[config.mk]
export PLATFORM = sky130hd
export DESIGN_NAME = bscs_ctrl
export DESIGN_NICKNAME = d
export VERILOG_FILES = /design/src/core/bscs_pkg.sv /design/src/core/bscs_osc_if.sv /design/src/core/bscs_sync3.sv /design/src/core/bscs_osc.sv /design/src/core/bscs_ctrl.sv
export VERILOG_INCLUDE_DIRS = /design/src /design/src/core
export SDC_FILE = /design/constraint.sdc
export NUM_CORES = 1
export LEC_CHECK = 0
export ABC_AREA = 1
export BUFFER_PORTS_ARGS = -buffer_cell sky130_fd_sc_hd__buf_2
export CAP_MARGIN = 20
export CORE_MARGIN = 2
export CORE_UTILIZATION = 30
export CTS_CLUSTER_DIAMETER = 120
export DETAILED_ROUTE_END_ITERATION = 12
export GPL_TIMING_DRIVEN = 0
export PLACE_DENSITY_LB_ADDON = 0.05
export SYNTH_ARGS = -nofsm -noshare
export SYNTH_HDL_FRONTEND = slang
export SYNTH_SLANG_ARGS = --single-unit
export TNS_END_PERCENT = 10
[constraint.sdc]
create_clock -name SYS_CLK_I -period 3.2 [get_ports SYS_CLK_I]
set_clock_uncertainty 0.2 [all_clocks]
set_input_delay 0 -clock SYS_CLK_I [delete_from_list [all_inputs] [get_ports SYS_CLK_I]]
set_output_delay 0 -clock SYS_CLK_I [all_outputs]
set_load 0.01 [all_outputs]
[src/core/bscs_defs.svh]
/*
  Timing and limit constants of the buck soft-start and sync controller.
  Assumes a 200 MHz system clock; every cycle count is derived from the
  printed time or frequency by an expression.
*/
`ifndef BSCS_DEFS_SVH
`define BSCS_DEFS_SVH

// system clock rate
`define BSCS_CLK_MHZ        200
`define BSCS_CLK_KHZ        (`BSCS_CLK_MHZ * 1000)

// soft-start ramp length in switching cycles
`define BSCS_SS_STEPS       1024

// minimum controllable on time, least time rounds up
`define BSCS_TON_MIN_NS     135
`define BSCS_TON_MIN_CYC    ((`BSCS_TON_MIN_NS * `BSCS_CLK_MHZ + 999) / 1000)

// resistor-set frequency limits (shortest period rounds up)
`define BSCS_FSW_MIN_KHZ    100
`define BSCS_FSW_MAX_KHZ    2500
`define BSCS_RT_PER_MAX     (`BSCS_CLK_KHZ / `BSCS_FSW_MIN_KHZ)
`define BSCS_RT_PER_MIN     ((`BSCS_CLK_KHZ + `BSCS_FSW_MAX_KHZ - 1) / `BSCS_FSW_MAX_KHZ)

// accepted external clock range
`define BSCS_SYNC_MIN_KHZ   160
`define BSCS_SYNC_MAX_KHZ   2300
`define BSCS_SYNC_PER_MAX   (`BSCS_CLK_KHZ / `BSCS_SYNC_MIN_KHZ)
`define BSCS_SYNC_PER_MIN   ((`BSCS_CLK_KHZ + `BSCS_SYNC_MAX_KHZ - 1) / `BSCS_SYNC_MAX_KHZ)
// no falling edge for this long means the clock is gone
`define BSCS_SYNC_LOSS_CYC  (2 * `BSCS_SYNC_PER_MAX)

// fallback frequency while leaving synchronized mode
`define BSCS_FALL_KHZ       150
`define BSCS_FALL_PER       (`BSCS_CLK_KHZ / `BSCS_FALL_KHZ)

// lock deadline after entering synchronized mode
`define BSCS_LOCK_US        78
`define BSCS_LOCK_CYC       (`BSCS_LOCK_US * `BSCS_CLK_MHZ)

// time for the pin bias to settle again
`define BSCS_BIAS_US        10
`define BSCS_BIAS_CYC       (`BSCS_BIAS_US * `BSCS_CLK_MHZ)

`endif

[src/core/bscs_pkg.sv]
/*
  Types of the buck soft-start and sync controller.
  Assumes nothing beyond the defs header for its constants.
*/
package bscs_pkg;

  // oscillator period in system clock cycles
  typedef logic [11:0] bscs_per_t;

  // timing pin operating mode
  typedef enum logic [1:0] {
    MODE_RES,
    MODE_ACQ,
    MODE_LOCK,
    MODE_FALL
  } bscs_mode_e;

endpackage

[src/core/bscs_osc_if.sv]
/*
  Carrier between the controller and its switching oscillator.
  Assumes both ends run on the one system clock.
*/
`timescale 1ns/1ps
interface bscs_osc_if;
  import bscs_pkg::*;

  bscs_per_t period;
  logic      use_ext;
  logic      ext_edge;
  logic      tick;

  modport osc (input period, input use_ext, input ext_edge, output tick);
  modport ctl (output period, output use_ext, output ext_edge, input tick);
endinterface

[src/core/bscs_sync3.sv]
/*
  Three-stage input synchroniser, one lane per bit.
  Assumes inputs are asynchronous to the clock; a bit changes at the
  output once the second and third stages agree.
*/
`timescale 1ns/1ps
module bscs_sync3 #(
  parameter int WIDTH = 1
) (
  // clock and reset
  input  wire logic             clk_i,
  input  wire logic             rst_n_i,
  // data
  input  wire logic [WIDTH-1:0] d_i,
  output logic      [WIDTH-1:0] q_o
);

  logic [WIDTH-1:0] s1_reg;
  logic [WIDTH-1:0] s2_reg;
  logic [WIDTH-1:0] s3_reg;
  logic [WIDTH-1:0] agree;
  logic [WIDTH-1:0] q_next;

  // per-bit agreement of the last two stages
  assign agree  = ~(s2_reg ^ s3_reg);
  assign q_next = (agree & s3_reg) | (~agree & q_o);

  // shift chain, first stage feeds only the second
  always_ff @(posedge clk_i or negedge rst_n_i) begin
    if (!rst_n_i) begin
      s1_reg <= '0;
      s2_reg <= '0;
      s3_reg <= '0;
      q_o    <= '0;
    end else begin
      s1_reg <= d_i;
      s2_reg <= s1_reg;
      s3_reg <= s2_reg;
      q_o    <= q_next;
    end
  end

endmodule

[src/core/bscs_osc.sv]
/*
  Switching oscillator: one-cycle tick per period, or per external edge.
  Assumes the controller supplies a period within limits and an edge
  pulse already aligned to the system clock.
*/
`timescale 1ns/1ps
`include "bscs_defs.svh"
module bscs_osc
  import bscs_pkg::*;
(
  // clock and reset
  input  wire logic clk_i,
  input  wire logic rst_n_i,
  // oscillator control and tick
  bscs_osc_if.osc   osc
);

  bscs_per_t cnt_reg;
  bscs_per_t cnt_next;
  logic      tick_reg;
  logic      wrap;

  // free-running wrap, or the external edge when following a clock
  assign wrap     = (cnt_reg >= osc.period - 12'h001);
  assign cnt_next = (osc.use_ext || wrap) ? 12'h000 : cnt_reg + 12'h001;
  assign osc.tick = tick_reg;

  // period counter and registered tick
  always_ff @(posedge clk_i or negedge rst_n_i) begin
    if (!rst_n_i) begin
      cnt_reg  <= 12'h000;
      tick_reg <= 1'b0;
    end else begin
      cnt_reg  <= cnt_next;
      tick_reg <= osc.use_ext ? osc.ext_edge : wrap;
    end
  end

endmodule

[src/core/bscs_ctrl.sv]
/*
  Digital control of a step-down regulator: soft-start ramp, peak-current
  cycle end, frequency foldback, sync-pin mode switching and overvoltage
  hysteresis gating of the high-side switch.
  Assumes analog comparators deliver levels on pins, asynchronous to the
  200 MHz clock; the timing resistor arrives as a quasi-static period code.
*/
`timescale 1ns/1ps
`include "bscs_defs.svh"
module bscs_ctrl
  import bscs_pkg::*;
#(
  parameter int unsigned LOCK_CYC = `BSCS_LOCK_CYC
) (
  // clock and reset
  input  wire logic        SYS_CLK_I,
  input  wire logic        RESET_N_I,
  // enable and protection comparators
  input  wire logic        ENABLE_I,
  input  wire logic        THERMAL_TRIP_I,
  input  wire logic        OVERVOLTAGE_GUARD_RISE_I,
  input  wire logic        OVERVOLTAGE_GUARD_CLEAR_I,
  // current loop and feedback
  input  wire logic        PEAK_CURRENT_I,
  input  wire logic [1:0]  FEEDBACK_SENSE_LEVEL_I,
  // timing resistor code and sync pin
  input  wire logic [10:0] RT_PERIOD_I,
  input  wire logic        TIMING_SYNC_PIN_I,
  // switch drive and status
  output logic             SWITCH_NODE_DRIVE_O,
  output logic             TIMING_SYNC_BIAS_EN_O,
  output logic [10:0]      SS_REF_O,
  output logic             SYNC_LOCKED_O,
  output logic             CYCLE_START_O,
  output logic [1:0]       FOLD_SHIFT_O
);

  // synchronised pin levels
  logic [5:0]  flags_s;
  logic [12:0] codes_s;
  logic        en_s;
  logic        therm_s;
  logic        ov_rise_s;
  logic        ov_clear_s;
  logic        peak_s;
  logic        sync_s;
  logic [1:0]  fb_lvl_s;
  logic [10:0] rt_s;

  bscs_sync3 #(
    .WIDTH (6)
  ) u_flag_sync (
    .clk_i   (SYS_CLK_I),
    .rst_n_i (RESET_N_I),
    .d_i     ({ENABLE_I, THERMAL_TRIP_I, OVERVOLTAGE_GUARD_RISE_I,
               OVERVOLTAGE_GUARD_CLEAR_I, PEAK_CURRENT_I,
               TIMING_SYNC_PIN_I}),
    .q_o     (flags_s)
  );

  bscs_sync3 #(
    .WIDTH (13)
  ) u_code_sync (
    .clk_i   (SYS_CLK_I),
    .rst_n_i (RESET_N_I),
    .d_i     ({FEEDBACK_SENSE_LEVEL_I, RT_PERIOD_I}),
    .q_o     (codes_s)
  );

  // split synchronised inputs
  assign en_s       = flags_s[5];
  assign therm_s    = flags_s[4];
  assign ov_rise_s  = flags_s[3];
  assign ov_clear_s = flags_s[2];
  assign peak_s     = flags_s[1];
  assign sync_s     = flags_s[0];
  assign fb_lvl_s   = codes_s[12:11];
  assign rt_s       = codes_s[10:0];

  // run permission: enable high and die not over temperature
  logic run_ok;
  assign run_ok = en_s & ~therm_s;

  // ------------------------------------------------------------------
  // external clock edge finding and period measurement
  // ------------------------------------------------------------------
  logic      sync_q_reg;
  bscs_per_t meas_reg;
  bscs_per_t meas_next;
  logic      sync_fall;
  logic      sync_rise;
  logic      meas_ok;
  logic      sync_lost;

  // edges of the synchronised pin level
  assign sync_fall = sync_q_reg & ~sync_s;
  assign sync_rise = ~sync_q_reg & sync_s;

  // period between falling edges must lie in the accepted range
  assign meas_ok   = (meas_reg >= 12'(`BSCS_SYNC_PER_MIN)) &&
                     (meas_reg <= 12'(`BSCS_SYNC_PER_MAX));
  assign sync_lost = (meas_reg >= 12'(`BSCS_SYNC_LOSS_CYC));
  assign meas_next = sync_fall ? 12'h001 :
                     (meas_reg == 12'hfff) ? meas_reg :
                     meas_reg + 12'h001;

  // edge history and measurement counter
  always_ff @(posedge SYS_CLK_I or negedge RESET_N_I) begin
    if (!RESET_N_I) begin
      sync_q_reg <= 1'b0;
      meas_reg   <= 12'h000;
    end else begin
      sync_q_reg <= sync_s;
      meas_reg   <= meas_next;
    end
  end

  // ------------------------------------------------------------------
  // timing pin mode machine
  // ------------------------------------------------------------------
  bscs_mode_e mode_reg;
  bscs_mode_e mode_next;
  logic       prev_ok_reg;
  logic       prev_ok_next;
  logic [15:0] tmr_reg;
  logic [15:0] tmr_next;
  logic       lock_late;
  logic       bias_done;

  // acquisition deadline and bias settle time
  assign lock_late = (tmr_reg >= 16'(LOCK_CYC - 1));
  assign bias_done = (tmr_reg >= 16'(`BSCS_BIAS_CYC - 1));

  // next mode; lock needs two in-range periods back to back
  always_comb begin
    mode_next    = mode_reg;
    prev_ok_next = prev_ok_reg;
    tmr_next     = tmr_reg + 16'h0001;
    unique case (mode_reg)
      MODE_RES: begin
        tmr_next     = 16'h0000;
        prev_ok_next = 1'b0;
        if (sync_rise) begin
          mode_next = MODE_ACQ;
        end
      end
      MODE_ACQ: begin
        if (sync_fall) begin
          prev_ok_next = meas_ok;
          if (meas_ok && prev_ok_reg) begin
            mode_next = MODE_LOCK;
          end
        end
        if (lock_late && mode_next == MODE_ACQ) begin
          mode_next = MODE_FALL;
          tmr_next  = 16'h0000;
        end
      end
      MODE_LOCK: begin
        tmr_next = 16'h0000;
        if (sync_lost) begin
          mode_next = MODE_FALL;
        end else if (sync_fall && !meas_ok) begin
          mode_next    = MODE_ACQ;
          prev_ok_next = 1'b0;
        end
      end
      MODE_FALL: begin
        if (bias_done) begin
          mode_next = MODE_RES;
          tmr_next  = 16'h0000;
        end
      end
    endcase
  end

  // mode state, bias drive and lock flag
  always_ff @(posedge SYS_CLK_I or negedge RESET_N_I) begin
    if (!RESET_N_I) begin
      mode_reg              <= MODE_RES;
      prev_ok_reg           <= 1'b0;
      tmr_reg               <= 16'h0000;
      TIMING_SYNC_BIAS_EN_O <= 1'b1;
      SYNC_LOCKED_O         <= 1'b0;
    end else begin
      mode_reg              <= mode_next;
      prev_ok_reg           <= prev_ok_next;
      tmr_reg               <= tmr_next;
      TIMING_SYNC_BIAS_EN_O <= (mode_next == MODE_RES);
      SYNC_LOCKED_O         <= (mode_next == MODE_LOCK);
    end
  end

  // ------------------------------------------------------------------
  // oscillator period selection
  // ------------------------------------------------------------------
  bscs_osc_if osc_if ();
  bscs_per_t  rt_per;

  // resistor code clamped to the supported frequency span
  assign rt_per = ({1'b0, rt_s} < 12'(`BSCS_RT_PER_MIN)) ?
                    12'(`BSCS_RT_PER_MIN) :
                  ({1'b0, rt_s} > 12'(`BSCS_RT_PER_MAX)) ?
                    12'(`BSCS_RT_PER_MAX) : {1'b0, rt_s};

  // fallback runs at the fixed low rate until bias is back
  assign osc_if.period   = (mode_reg == MODE_FALL) ?
                           12'(`BSCS_FALL_PER) : rt_per;
  // locked: each falling edge starts a tick
  assign osc_if.use_ext  = (mode_reg == MODE_LOCK);
  assign osc_if.ext_edge = sync_fall;

  bscs_osc u_osc (
    .clk_i   (SYS_CLK_I),
    .rst_n_i (RESET_N_I),
    .osc     (osc_if.osc)
  );

  // ------------------------------------------------------------------
  // digital frequency foldback
  // ------------------------------------------------------------------
  logic [2:0] fold_cnt_reg;
  logic [2:0] fold_mask;
  logic [1:0] fold_shift;
  logic       cycle_start;

  // level 3 is nominal regulation, level 0 is near zero feedback
  assign fold_shift  = 2'h3 - fb_lvl_s;
  assign fold_mask   = 3'((4'h1 << fold_shift) - 4'h1);
  // divide the tick train so starts stay on oscillator edges
  assign cycle_start = osc_if.tick &
                       ((fold_cnt_reg & fold_mask) == 3'h0);

  // tick counter for the divider
  always_ff @(posedge SYS_CLK_I or negedge RESET_N_I) begin
    if (!RESET_N_I) begin
      fold_cnt_reg <= 3'h0;
      FOLD_SHIFT_O <= 2'h0;
      CYCLE_START_O <= 1'b0;
    end else begin
      if (osc_if.tick) begin
        fold_cnt_reg <= fold_cnt_reg + 3'h1;
      end
      FOLD_SHIFT_O  <= fold_shift;
      CYCLE_START_O <= cycle_start;
    end
  end

  // ------------------------------------------------------------------
  // overvoltage hysteresis
  // ------------------------------------------------------------------
  logic ovp_reg;
  logic ovp_next;

  // rise comparator sets, clear comparator releases; set wins
  assign ovp_next = ov_rise_s | (ovp_reg & ~ov_clear_s);

  always_ff @(posedge SYS_CLK_I or negedge RESET_N_I) begin
    if (!RESET_N_I) begin
      ovp_reg <= 1'b0;
    end else begin
      ovp_reg <= ovp_next;
    end
  end

  // ------------------------------------------------------------------
  // high-side switch pulse
  // ------------------------------------------------------------------
  logic [7:0] on_cnt_reg;
  logic [7:0] on_cnt_next;
  logic       hs_next;
  logic       min_done;
  logic       block_hs;

  // minimum on time reached; current trip ignored before it
  assign min_done = (on_cnt_reg >= 8'(`BSCS_TON_MIN_CYC - 1));
  assign block_hs = ~run_ok | ov_rise_s | ovp_reg;

  // turn on at a cycle start, off on peak current after minimum
  always_comb begin
    hs_next     = SWITCH_NODE_DRIVE_O;
    on_cnt_next = min_done ? on_cnt_reg : on_cnt_reg + 8'h01;
    if (block_hs) begin
      hs_next     = 1'b0;
      on_cnt_next = 8'h00;
    end else if (cycle_start) begin
      // current already at the control level: skip this pulse
      hs_next     = ~peak_s;
      on_cnt_next = 8'h00;
    end else if (SWITCH_NODE_DRIVE_O && min_done && peak_s) begin
      hs_next = 1'b0;
    end
  end

  always_ff @(posedge SYS_CLK_I or negedge RESET_N_I) begin
    if (!RESET_N_I) begin
      SWITCH_NODE_DRIVE_O <= 1'b0;
      on_cnt_reg          <= 8'h00;
    end else begin
      SWITCH_NODE_DRIVE_O <= hs_next;
      on_cnt_reg          <= on_cnt_next;
    end
  end

  // ------------------------------------------------------------------
  // soft-start reference counter
  // ------------------------------------------------------------------
  logic [10:0] ss_next;
  logic        ss_full;

  // one step per switching cycle, held at full scale
  assign ss_full = (SS_REF_O >= 11'(`BSCS_SS_STEPS));
  assign ss_next = ~run_ok ? 11'h000 :
                   (cycle_start && !ss_full) ? SS_REF_O + 11'h001 :
                   SS_REF_O;

  always_ff @(posedge SYS_CLK_I or negedge RESET_N_I) begin
    if (!RESET_N_I) begin
      SS_REF_O <= 11'h000;
    end else begin
      SS_REF_O <= ss_next;
    end
  end

endmodule

==> results of run 1 <==
-- power by group --
group          switching (W)  internal, W  total (W)
clock               0.000846      0.00109    0.00193
combinational       0.000468     0.000342   0.000809
sequential          0.000155      0.00209    0.00224
-- metrics by stage --
| step | setup slack (ns) | instance area, sq um |
|---|---|---|
| finish | 0.188 | 8150 |
| global route | -0.0660 | 8150 |
| CTS | 0.0902 | 7990 |
| detailed placement | -0.575 | 7110 |
| global placement | -0.550 | 7070 |
| floorplan | 0.151 | 6540 |
-- metal layers --
metal  GRT usage, %  up-vias
met5              0        -
met4           4.17        0
met3           3.05       12
met2           19.5       71
met1           15.9     2218
li1               -     2400
-- worst max-delay path, stage by stage, from the launching register on --
cell and delay, ns:
dfrtp_1 0.41, nor2_1 0.15, nand3_2 0.12, nor2_4 0.17, inv_1 0.07, nand3_2 0.08, nand2_2 0.08, inv_2 0.08
ha_4 0.15, nand2_2 0.08, nor2_4 0.14, nand4_1 0.09, nand2_1 0.09, ha_2 0.26, nand2_1 0.07, nor2_2 0.06
a21oi_2 0.15, nand4_1 0.16, buf_4 0.19, o21a_1 0.10
-- cells in the mapped netlist (2+ instances only) --
master | instances | area (sq um)
ha_1 | 21 | 263
inv_2 | 2 | 7.51
o21a_1 | 2 | 15.0
clkbuf_1 | 2 | 7.51
xor2_1 | 19 | 166
maj3_1 | 19 | 190
nand3_1 | 52 | 260
nand4_1 | 13 | 81.3
dfrtp_1 | 149 | 3730
nor2_1 | 87 | 327
xnor2_1 | 8 | 70.1
inv_1 | 90 | 338
o21ai_0 | 27 | 135
nand2_1 | 111 | 417
a31oi_1 | 3 | 18.8
nor2_4 | 2 | 22.5
nand2_2 | 4 | 25.0
nor3_1 | 21 | 105
nor2_2 | 7 | 43.8
a211oi_1 | 2 | 15.0
nor4_1 | 2 | 12.5
a21oi_1 | 21 | 105
-- cells in the final DEF, fill, tap and decap left out, types with 3 or more instances in the layout --
cell type      synthesis  final
nor2_4                 2      7
nand3_1               52     49
o21ai_0               27     25
xnor2_1                8      8
buf_6                  1      3
nor2_2                 7      7
buf_2                  1     37
maj3_1                19     19
ha_1                  21     19
inv_2                  2      3
nand2_1              111    106
nor3_1                21     20
a21oi_1               21     18
dlygate4sd3_1          0     26
inv_1                 90     88
nand4_1               13     13
a31oi_1                3      3
xor2_1                19     19
inv_6                  0      4
buf_4                  1     14
a21oi_2                0      3
clkbuf_16              0     17
dfrtp_1              149    149
nand3_2                1      4
clkinv_4               0      6
nand2_2                4      8
nor2_1                87     82
-- cell type report --
type / count / area [sq um] / share of cell area [%]
sequential: 150 / 3750 / 46.0
clock buffer: 17 / 425 / 5.22
timing repair buffer: 77 / 577 / 7.07
clock inverter: 15 / 146 / 1.80
buffer: 5 / 38.8 / 0.476
inverter: 92 / 349 / 4.28
multi-input combinational: 437 / 2510 / 30.8
tap: 280 / 350 / 4.30
-- kinds of logic (layout without fill, tap and decap cells) --
group | count (synthesis) | count (layout) | share of synthesized area, %
AO/OA/AOI/OAI | 63 | 63 | 5.51
XOR/XNOR | 27 | 27 | 3.62
buffers and inverters | 97 | 206 | 5.76
adder cells (fa/ha/maj) | 40 | 40 | 6.93
flip-flops | 150 | 150 | 57.4
AND/OR/NAND/NOR | 306 | 306 | 20.7
other | 1 | 1 | 0.0574
-- repair_timing --
action	4_1_cts	5_1_grt
setup endpoints to repair	13	13
gates resized for setup	6	29
hold buffers	26	0
hold endpoints to repair	111	0
setup buffers	4	9
pin swaps	2	10
-- final timing paths --
| check | end | startpoint | cells past startpoint | slack (ns) |
|---|---|---|---|---|
| hold / removal | u_code_sync.s1_reg[10] | RT_PERIOD_I[10] | 2 | 0.01 |
| max in group asynchronous | asynchronous set/reset pin | RESET_N_I | 3 | 1.98 |
| min in group asynchronous | SS_REF_O[6] | RESET_N_I | 2 | 0.04 |
| setup reg to reg | u_osc.osc.tick | flop | 19 | 0.19 |
| setup / recovery | u_osc.osc.tick | flop | 19 | 0.19 |
| hold reg to reg | u_flag_sync.s2_reg[1] | u_flag_sync.s1_reg[1] | 0 | 0.15 |
==> results.md, run 1 <==
* Met2 routed WL at 5940 um
* Clock Tree Buf Depth at 2
* Port bufs at 37
* Worst Tran Pin Value at 0.857 ns
* Post-Route M1 WL at 6260 um
* Vias after detailed routing at 4701
* CP Max Fanout at 5
* CTS Buf Count at 17
* Final period util at 94.1%
* Total track usage at 12.1%
* Outcome: complete, no violations
* Worst slew margin at 42.9%
* Ys async rst share at 100%
* Hold Vio Cnt, Final at 0
* Yosys warnings at 0
* Post-synth EDFFs at 0
* WHS at 0.0130 ns
* Period minus WS final at 3.01 ns
* Worst EP required at 3.31 ns
* Clock sinks at 150
* Fin nets at 822
* Setup_tns at 0 ns
* Die Span Y at 152 um
* Ports at 38
* Fill count at 2207
* Routability cong. at 0.825
* Drt initial violations at 168
* DPL Wire Length at 8820 um
* First-pass GRT wire length at 21800 um
* Syn Std Cell Area at 0.00654 sq mm
* Max_cap viols at 0
* Post-Syn Area per Cell at 9.56 sq um
* H-tree Lvls at 4
* Area Overhead vs Synth at 24.7%
* Die area at 0.0230 sq mm
* Remaining antenna violation count after routing at 0
* Latest clock arrival within the worst-skew pair at 0.42 ns
* Leak at 3.79 nW
* Count of non-filler cells in the finished layout at 1073
* Yosys reg bits at 150
* Clock transition at path regs at 0.07 ns
* Pwr/cell area at 611 mW/mm^2
* Critical Path AT at 3.12 ns
* Final antenna diode count at 0
* Crit path launch type: flop
* Max Used Layer: met4
* Final setup vio count at 0
* Routed WL at 12800 um
* Critical path capture point type: flop
* DRC viols at 0
* Fin util at 37.7%
* CTS root buf: clkbuf_16
* Syn Nets at 726
* CTS tree: built
* TritonRoute pass-1 iters at 4
* Congestion Overflow GR at 0
* Initial antenna violation count at 0
* Class of the worst hold path: in -> reg
* Ratio of cells with drive above 1 in the final layout at 16.6%
* Cell Count Post-Placement at 1002
* Yosys cell types at 42
* Register area share after synthesis at 57.4%
* Largest net degree at the start of global routing at 94
* Slew Viols, Final at 0
* Total power at 0.00499 W
* DIE WIDTH at 152 um
* Core Rows at 54
* Number of global-route vias before repair at 4607
* Fmax at 0.332 GHz
* Post-synthesis instance total at 684
* WS Path Type: reg -> reg
* Met3 wire len at 443 um
* Top FF cell, synth: dfrtp_1
* Wire per inst at 11.9 um
* Vias per inst at 4.38
* Placeable Area at 0.0216 sq mm
* Peak VDD IR at 0.346 mV
* Initial Util at 30.2%
Note: power is estimated with default switching activity, not from simulation.
==> run 2, diff against run 1 <==
--- a/config.mk
+++ b/config.mk
@@ -17,2 +17,3 @@
 export PLACE_DENSITY_LB_ADDON = 0.05
+export RECOVER_POWER = 100
 export SYNTH_ARGS = -nofsm -noshare
==> constraint.sdc (replaced) <==
create_clock -name SYS_CLK_I -period 3.2 [get_ports SYS_CLK_I]
set_clock_uncertainty 0.2 [all_clocks]
set_input_delay 0.32 -clock SYS_CLK_I [delete_from_list [all_inputs] [get_ports SYS_CLK_I]]
set_output_delay 0.32 -clock SYS_CLK_I [all_outputs]
set_load 0.01 [all_outputs]
==> run 2 against run 1 <==
Effect of this change: the flow now finishes with violations (capacitance limit, slew limit); routed wire length grew 0.12%; die area unchanged; register-to-register slack about the same; critical path depth up 1; sequential cell count unchanged; via count is 0.55% lower; cell count fell by 0.56%; clock-buffer cell count stayed put; global-route usage hardly changed; combinational power fell by 3.6%; setup slack better by 0.00059 ns; cell area fell by 2.0%; critical path type unchanged; largest cell class unchanged; highest routed layer unchanged.
==> results.md, run 2 (synthesis gave the netlist of run 1 again) <==
* Drt initial violations at 155 (was 168)
* Most frequent cells in the layout: dfrtp_1 (149), nand2_1 (107), inv_1 (89), nor2_1 (85), nand3_1 (49) (was dfrtp_1 (149), nand2_1 (106), inv_1 (88), nor2_1 (82), nand3_1 (49))
* CP Max Fanout at 5 (unchanged)
* Critical Path AT at 3.17 ns (was 3.12 ns)
* Latest clock arrival within the worst-skew pair at 0.43 ns (was 0.42 ns)
* Fin nets at 816 (was 822)
* Period minus WS final at 3.01 ns (about the same)
* Ports at 38 (unchanged)
* DRC viols at 0 (unchanged)
* Critical path capture point type: flop (unchanged)
* Final period util at 94.1% (about the same)
* TritonRoute pass-1 iters at 4 (unchanged)
* Failing checks: capacitance limit, slew limit
* WS Path Type: reg -> reg (unchanged)
* Cells on worst reg2reg path at 20 (was 19)
* Routability cong. at 0.825 (unchanged)
* Fill count at 2225 (was 2207)
* Initial Util at 30.2% (unchanged)
* Total track usage at 12.1% (about the same)
* Final antenna diode count at 0 (unchanged)
* First-pass GRT wire length at 21700 um (was 21800 um)
* Clock sinks at 150 (unchanged)
* Slew Viols, Final at 94 (was 0)
* Placed Area at 0.00711 sq mm (unchanged)
* Clock Tree Buf Depth at 2 (unchanged)
* Reg2reg end: u_osc.osc.tick (unchanged)
* Area Overhead vs Synth at 22.3% (was 24.7%)
* Remaining antenna violation count after routing at 0 (unchanged)
* Placeable Area at 0.0216 sq mm (unchanged)
* Final Cell Area at 0.00799 sq mm (was 0.00815 sq mm)
* Largest stage delay, worst path at 0.41 ns (about the same)
* Crit path launch type: flop (unchanged)
* Class of the worst hold path: reg -> reg (was in -> reg)
* CP cell instances: nor2_1 > nand3_2 > nor2_4 > inv_1 > nand3_2 > nand2_2 > inv_2 > ha_4 > nand2_2 > nor2_4 > nand3_2 > nand2_1 > nand2_1 > ha_2 > nand2_1 > nor2_2 > nand3_1 > nand4_1 > buf_4 > o21a_1 (was nor2_1 > nand3_2 > nor2_4 > inv_1 > nand3_2 > nand2_2 > inv_2 > ha_4 > nand2_2 > nor2_4 > nand4_1 > nand2_1 > ha_2 > nand2_1 > nor2_2 > a21oi_2 > nand4_1 > buf_4 > o21a_1)
* Final setup vio count at 0 (unchanged)
* Vias per inst at 4.38 (about the same)
* Max_cap viols at 1 (was 0)
* Number of global-route vias before repair at 4569 (was 4607)
* Leak at 3.67 nW (was 3.79 nW)
* Hold EP: u_flag_sync.s2_reg[1] (was u_code_sync.s1_reg[10])
* CTS root buf: clkbuf_16 (unchanged)
* Routed WL at 12800 um (about the same)
* CTS Buf Count at 17 (unchanged)
* Peak VDD IR at 0.345 mV (was 0.346 mV)
* Die Span Y at 152 um (unchanged)
* Clock transition at path regs at 0.07 ns (about the same)
* Slowest-stage cell, CP: dfrtp_1 (unchanged)
* Worst EP required at 3.36 ns (was 3.31 ns)
* Hold Crit Depth at 0 (was 2)
* Port bufs at 37 (unchanged)
* Congestion Overflow GR at 0 (unchanged)
* Outcome: finished with violations (was complete, no violations)
* Total power at 0.00495 W (was 0.00499 W)
* Fmax at 0.332 GHz (about the same)
* Worst Tran Pin Value at 2.04 ns (was 0.857 ns)
* DIE WIDTH at 152 um (unchanged)
* Most common cell after layout, fill and taps aside: dfrtp_1 (unchanged)
* Die area at 0.0230 sq mm (unchanged)
* CTS tree: built (unchanged)
* Vias after detailed routing at 4675 (was 4701)
* Wire per inst at 12.0 um (was 11.9 um)
* Worst slew margin at -35.9% (was 42.9%)
* Pwr/cell area at 620 mW/mm^2 (was 611 mW/mm^2)
* Setup slack, reg-to-reg at 0.19 ns (about the same)
* Hold path start: u_flag_sync.s1_reg[1] (was RT_PERIOD_I[10])
* Core Rows at 54 (unchanged)
* Ratio of cells with drive above 1 in the final layout at 13.1% (was 16.6%)
* Hold Vio Cnt, Final at 0 (unchanged)
* Largest net degree at the start of global routing at 94 (unchanged)
* DPL Wire Length at 8820 um (unchanged)
* H-tree Lvls at 4 (unchanged)
* WHS at 0.148 ns (was 0.0130 ns)
* Initial antenna violation count at 0 (unchanged)
==> run 2: worst max-delay path by stage <==
stage / cells after the start / from / end
3_5_place_dp: 21 / flop / u_osc.cnt_reg[11]
4_1_cts: 21 / flop / u_osc.cnt_reg[9]
6_report: 20 / flop / u_osc.osc.tick
5_1_grt: 20 / flop / u_osc.osc.tick
2_1_floorplan: 20 / flop / u_osc.cnt_reg[11]
3_3_place_gp: 1 / RESET_N_I / u_code_sync.s1_reg[10]
==> run 2: critical path: cells and delay by family, from the launching register on <==
| kind | cells | cell delay, ns |
|---|---|---|
| AOI/OAI and AO/OA | 1 | 0.12 |
| adders and majority gates | 2 | 0.46 |
| buffers and inverters | 3 | 0.31 |
| and+or+nand+nor | 14 | 1.46 |
| DFF | 1 | 0.41 |
==> run 2: final cells by class <==
| type | count | area (sq um) | share of cell area [%] |
|---|---|---|---|
| repair buffers | 71 | 468 | 5.85 |
| flip-flops and latches | 150 | 3750 | 47.0 |
| clock buffers | 17 | 425 | 5.32 |
| well taps | 280 | 350 | 4.38 |
| inverters | 92 | 349 | 4.37 |
| multi-input cells | 437 | 2470 | 30.9 |
| clock inverters | 15 | 146 | 1.83 |
| plain buffers | 5 | 27.5 | 0.344 |
==> run 2: per-layer routing <==
| layer | GRT usage, % | wire [um] | vias up |
|---|---|---|---|
| li1 | - | - | 2386 |
| met3 | 3.05 | 465 | 14 |
| met4 | 4.17 | 180 | 0 |
| met1 | 15.9 | 6280 | 2208 |
| met5 | 0 | 0 | - |
| met2 | 19.3 | 5910 | 67 |
==> run 2: repair_timing <==
action | in CTS | in global routing
endpoints found under the setup margin | 13 | 13
pin swaps | 2 | 10
endpoints found under the hold margin | 110 | 0
hold buffers | 20 | 0
buffers inserted | 4 | 9
gates resized for setup | 6 | 29
==> run 2: power breakdown <==
group | internal (W) | switching [W]
registers | 0.00209 | 0.000154
logic | 0.000320 | 0.000460
clock network | 0.00109 | 0.000845
total | 0.00350 | 0.00146
==> run 2: per-stage QoR <==
step | util (%) | setup WS [ns] | TNS, ns | cells
final | 37.0 | 0.188 | 0 | 1067
after global placement | 32.7 | -0.670 | -102.47 | 1001
after global routing | 37.0 | -0.0647 | -0.506 | 1067
after detailed placement | 32.9 | -0.575 | -6.15 | 1002
after floorplan | - | 0.151 | 0 | 684
after CTS | 36.7 | 0.0902 | 0 | 1058
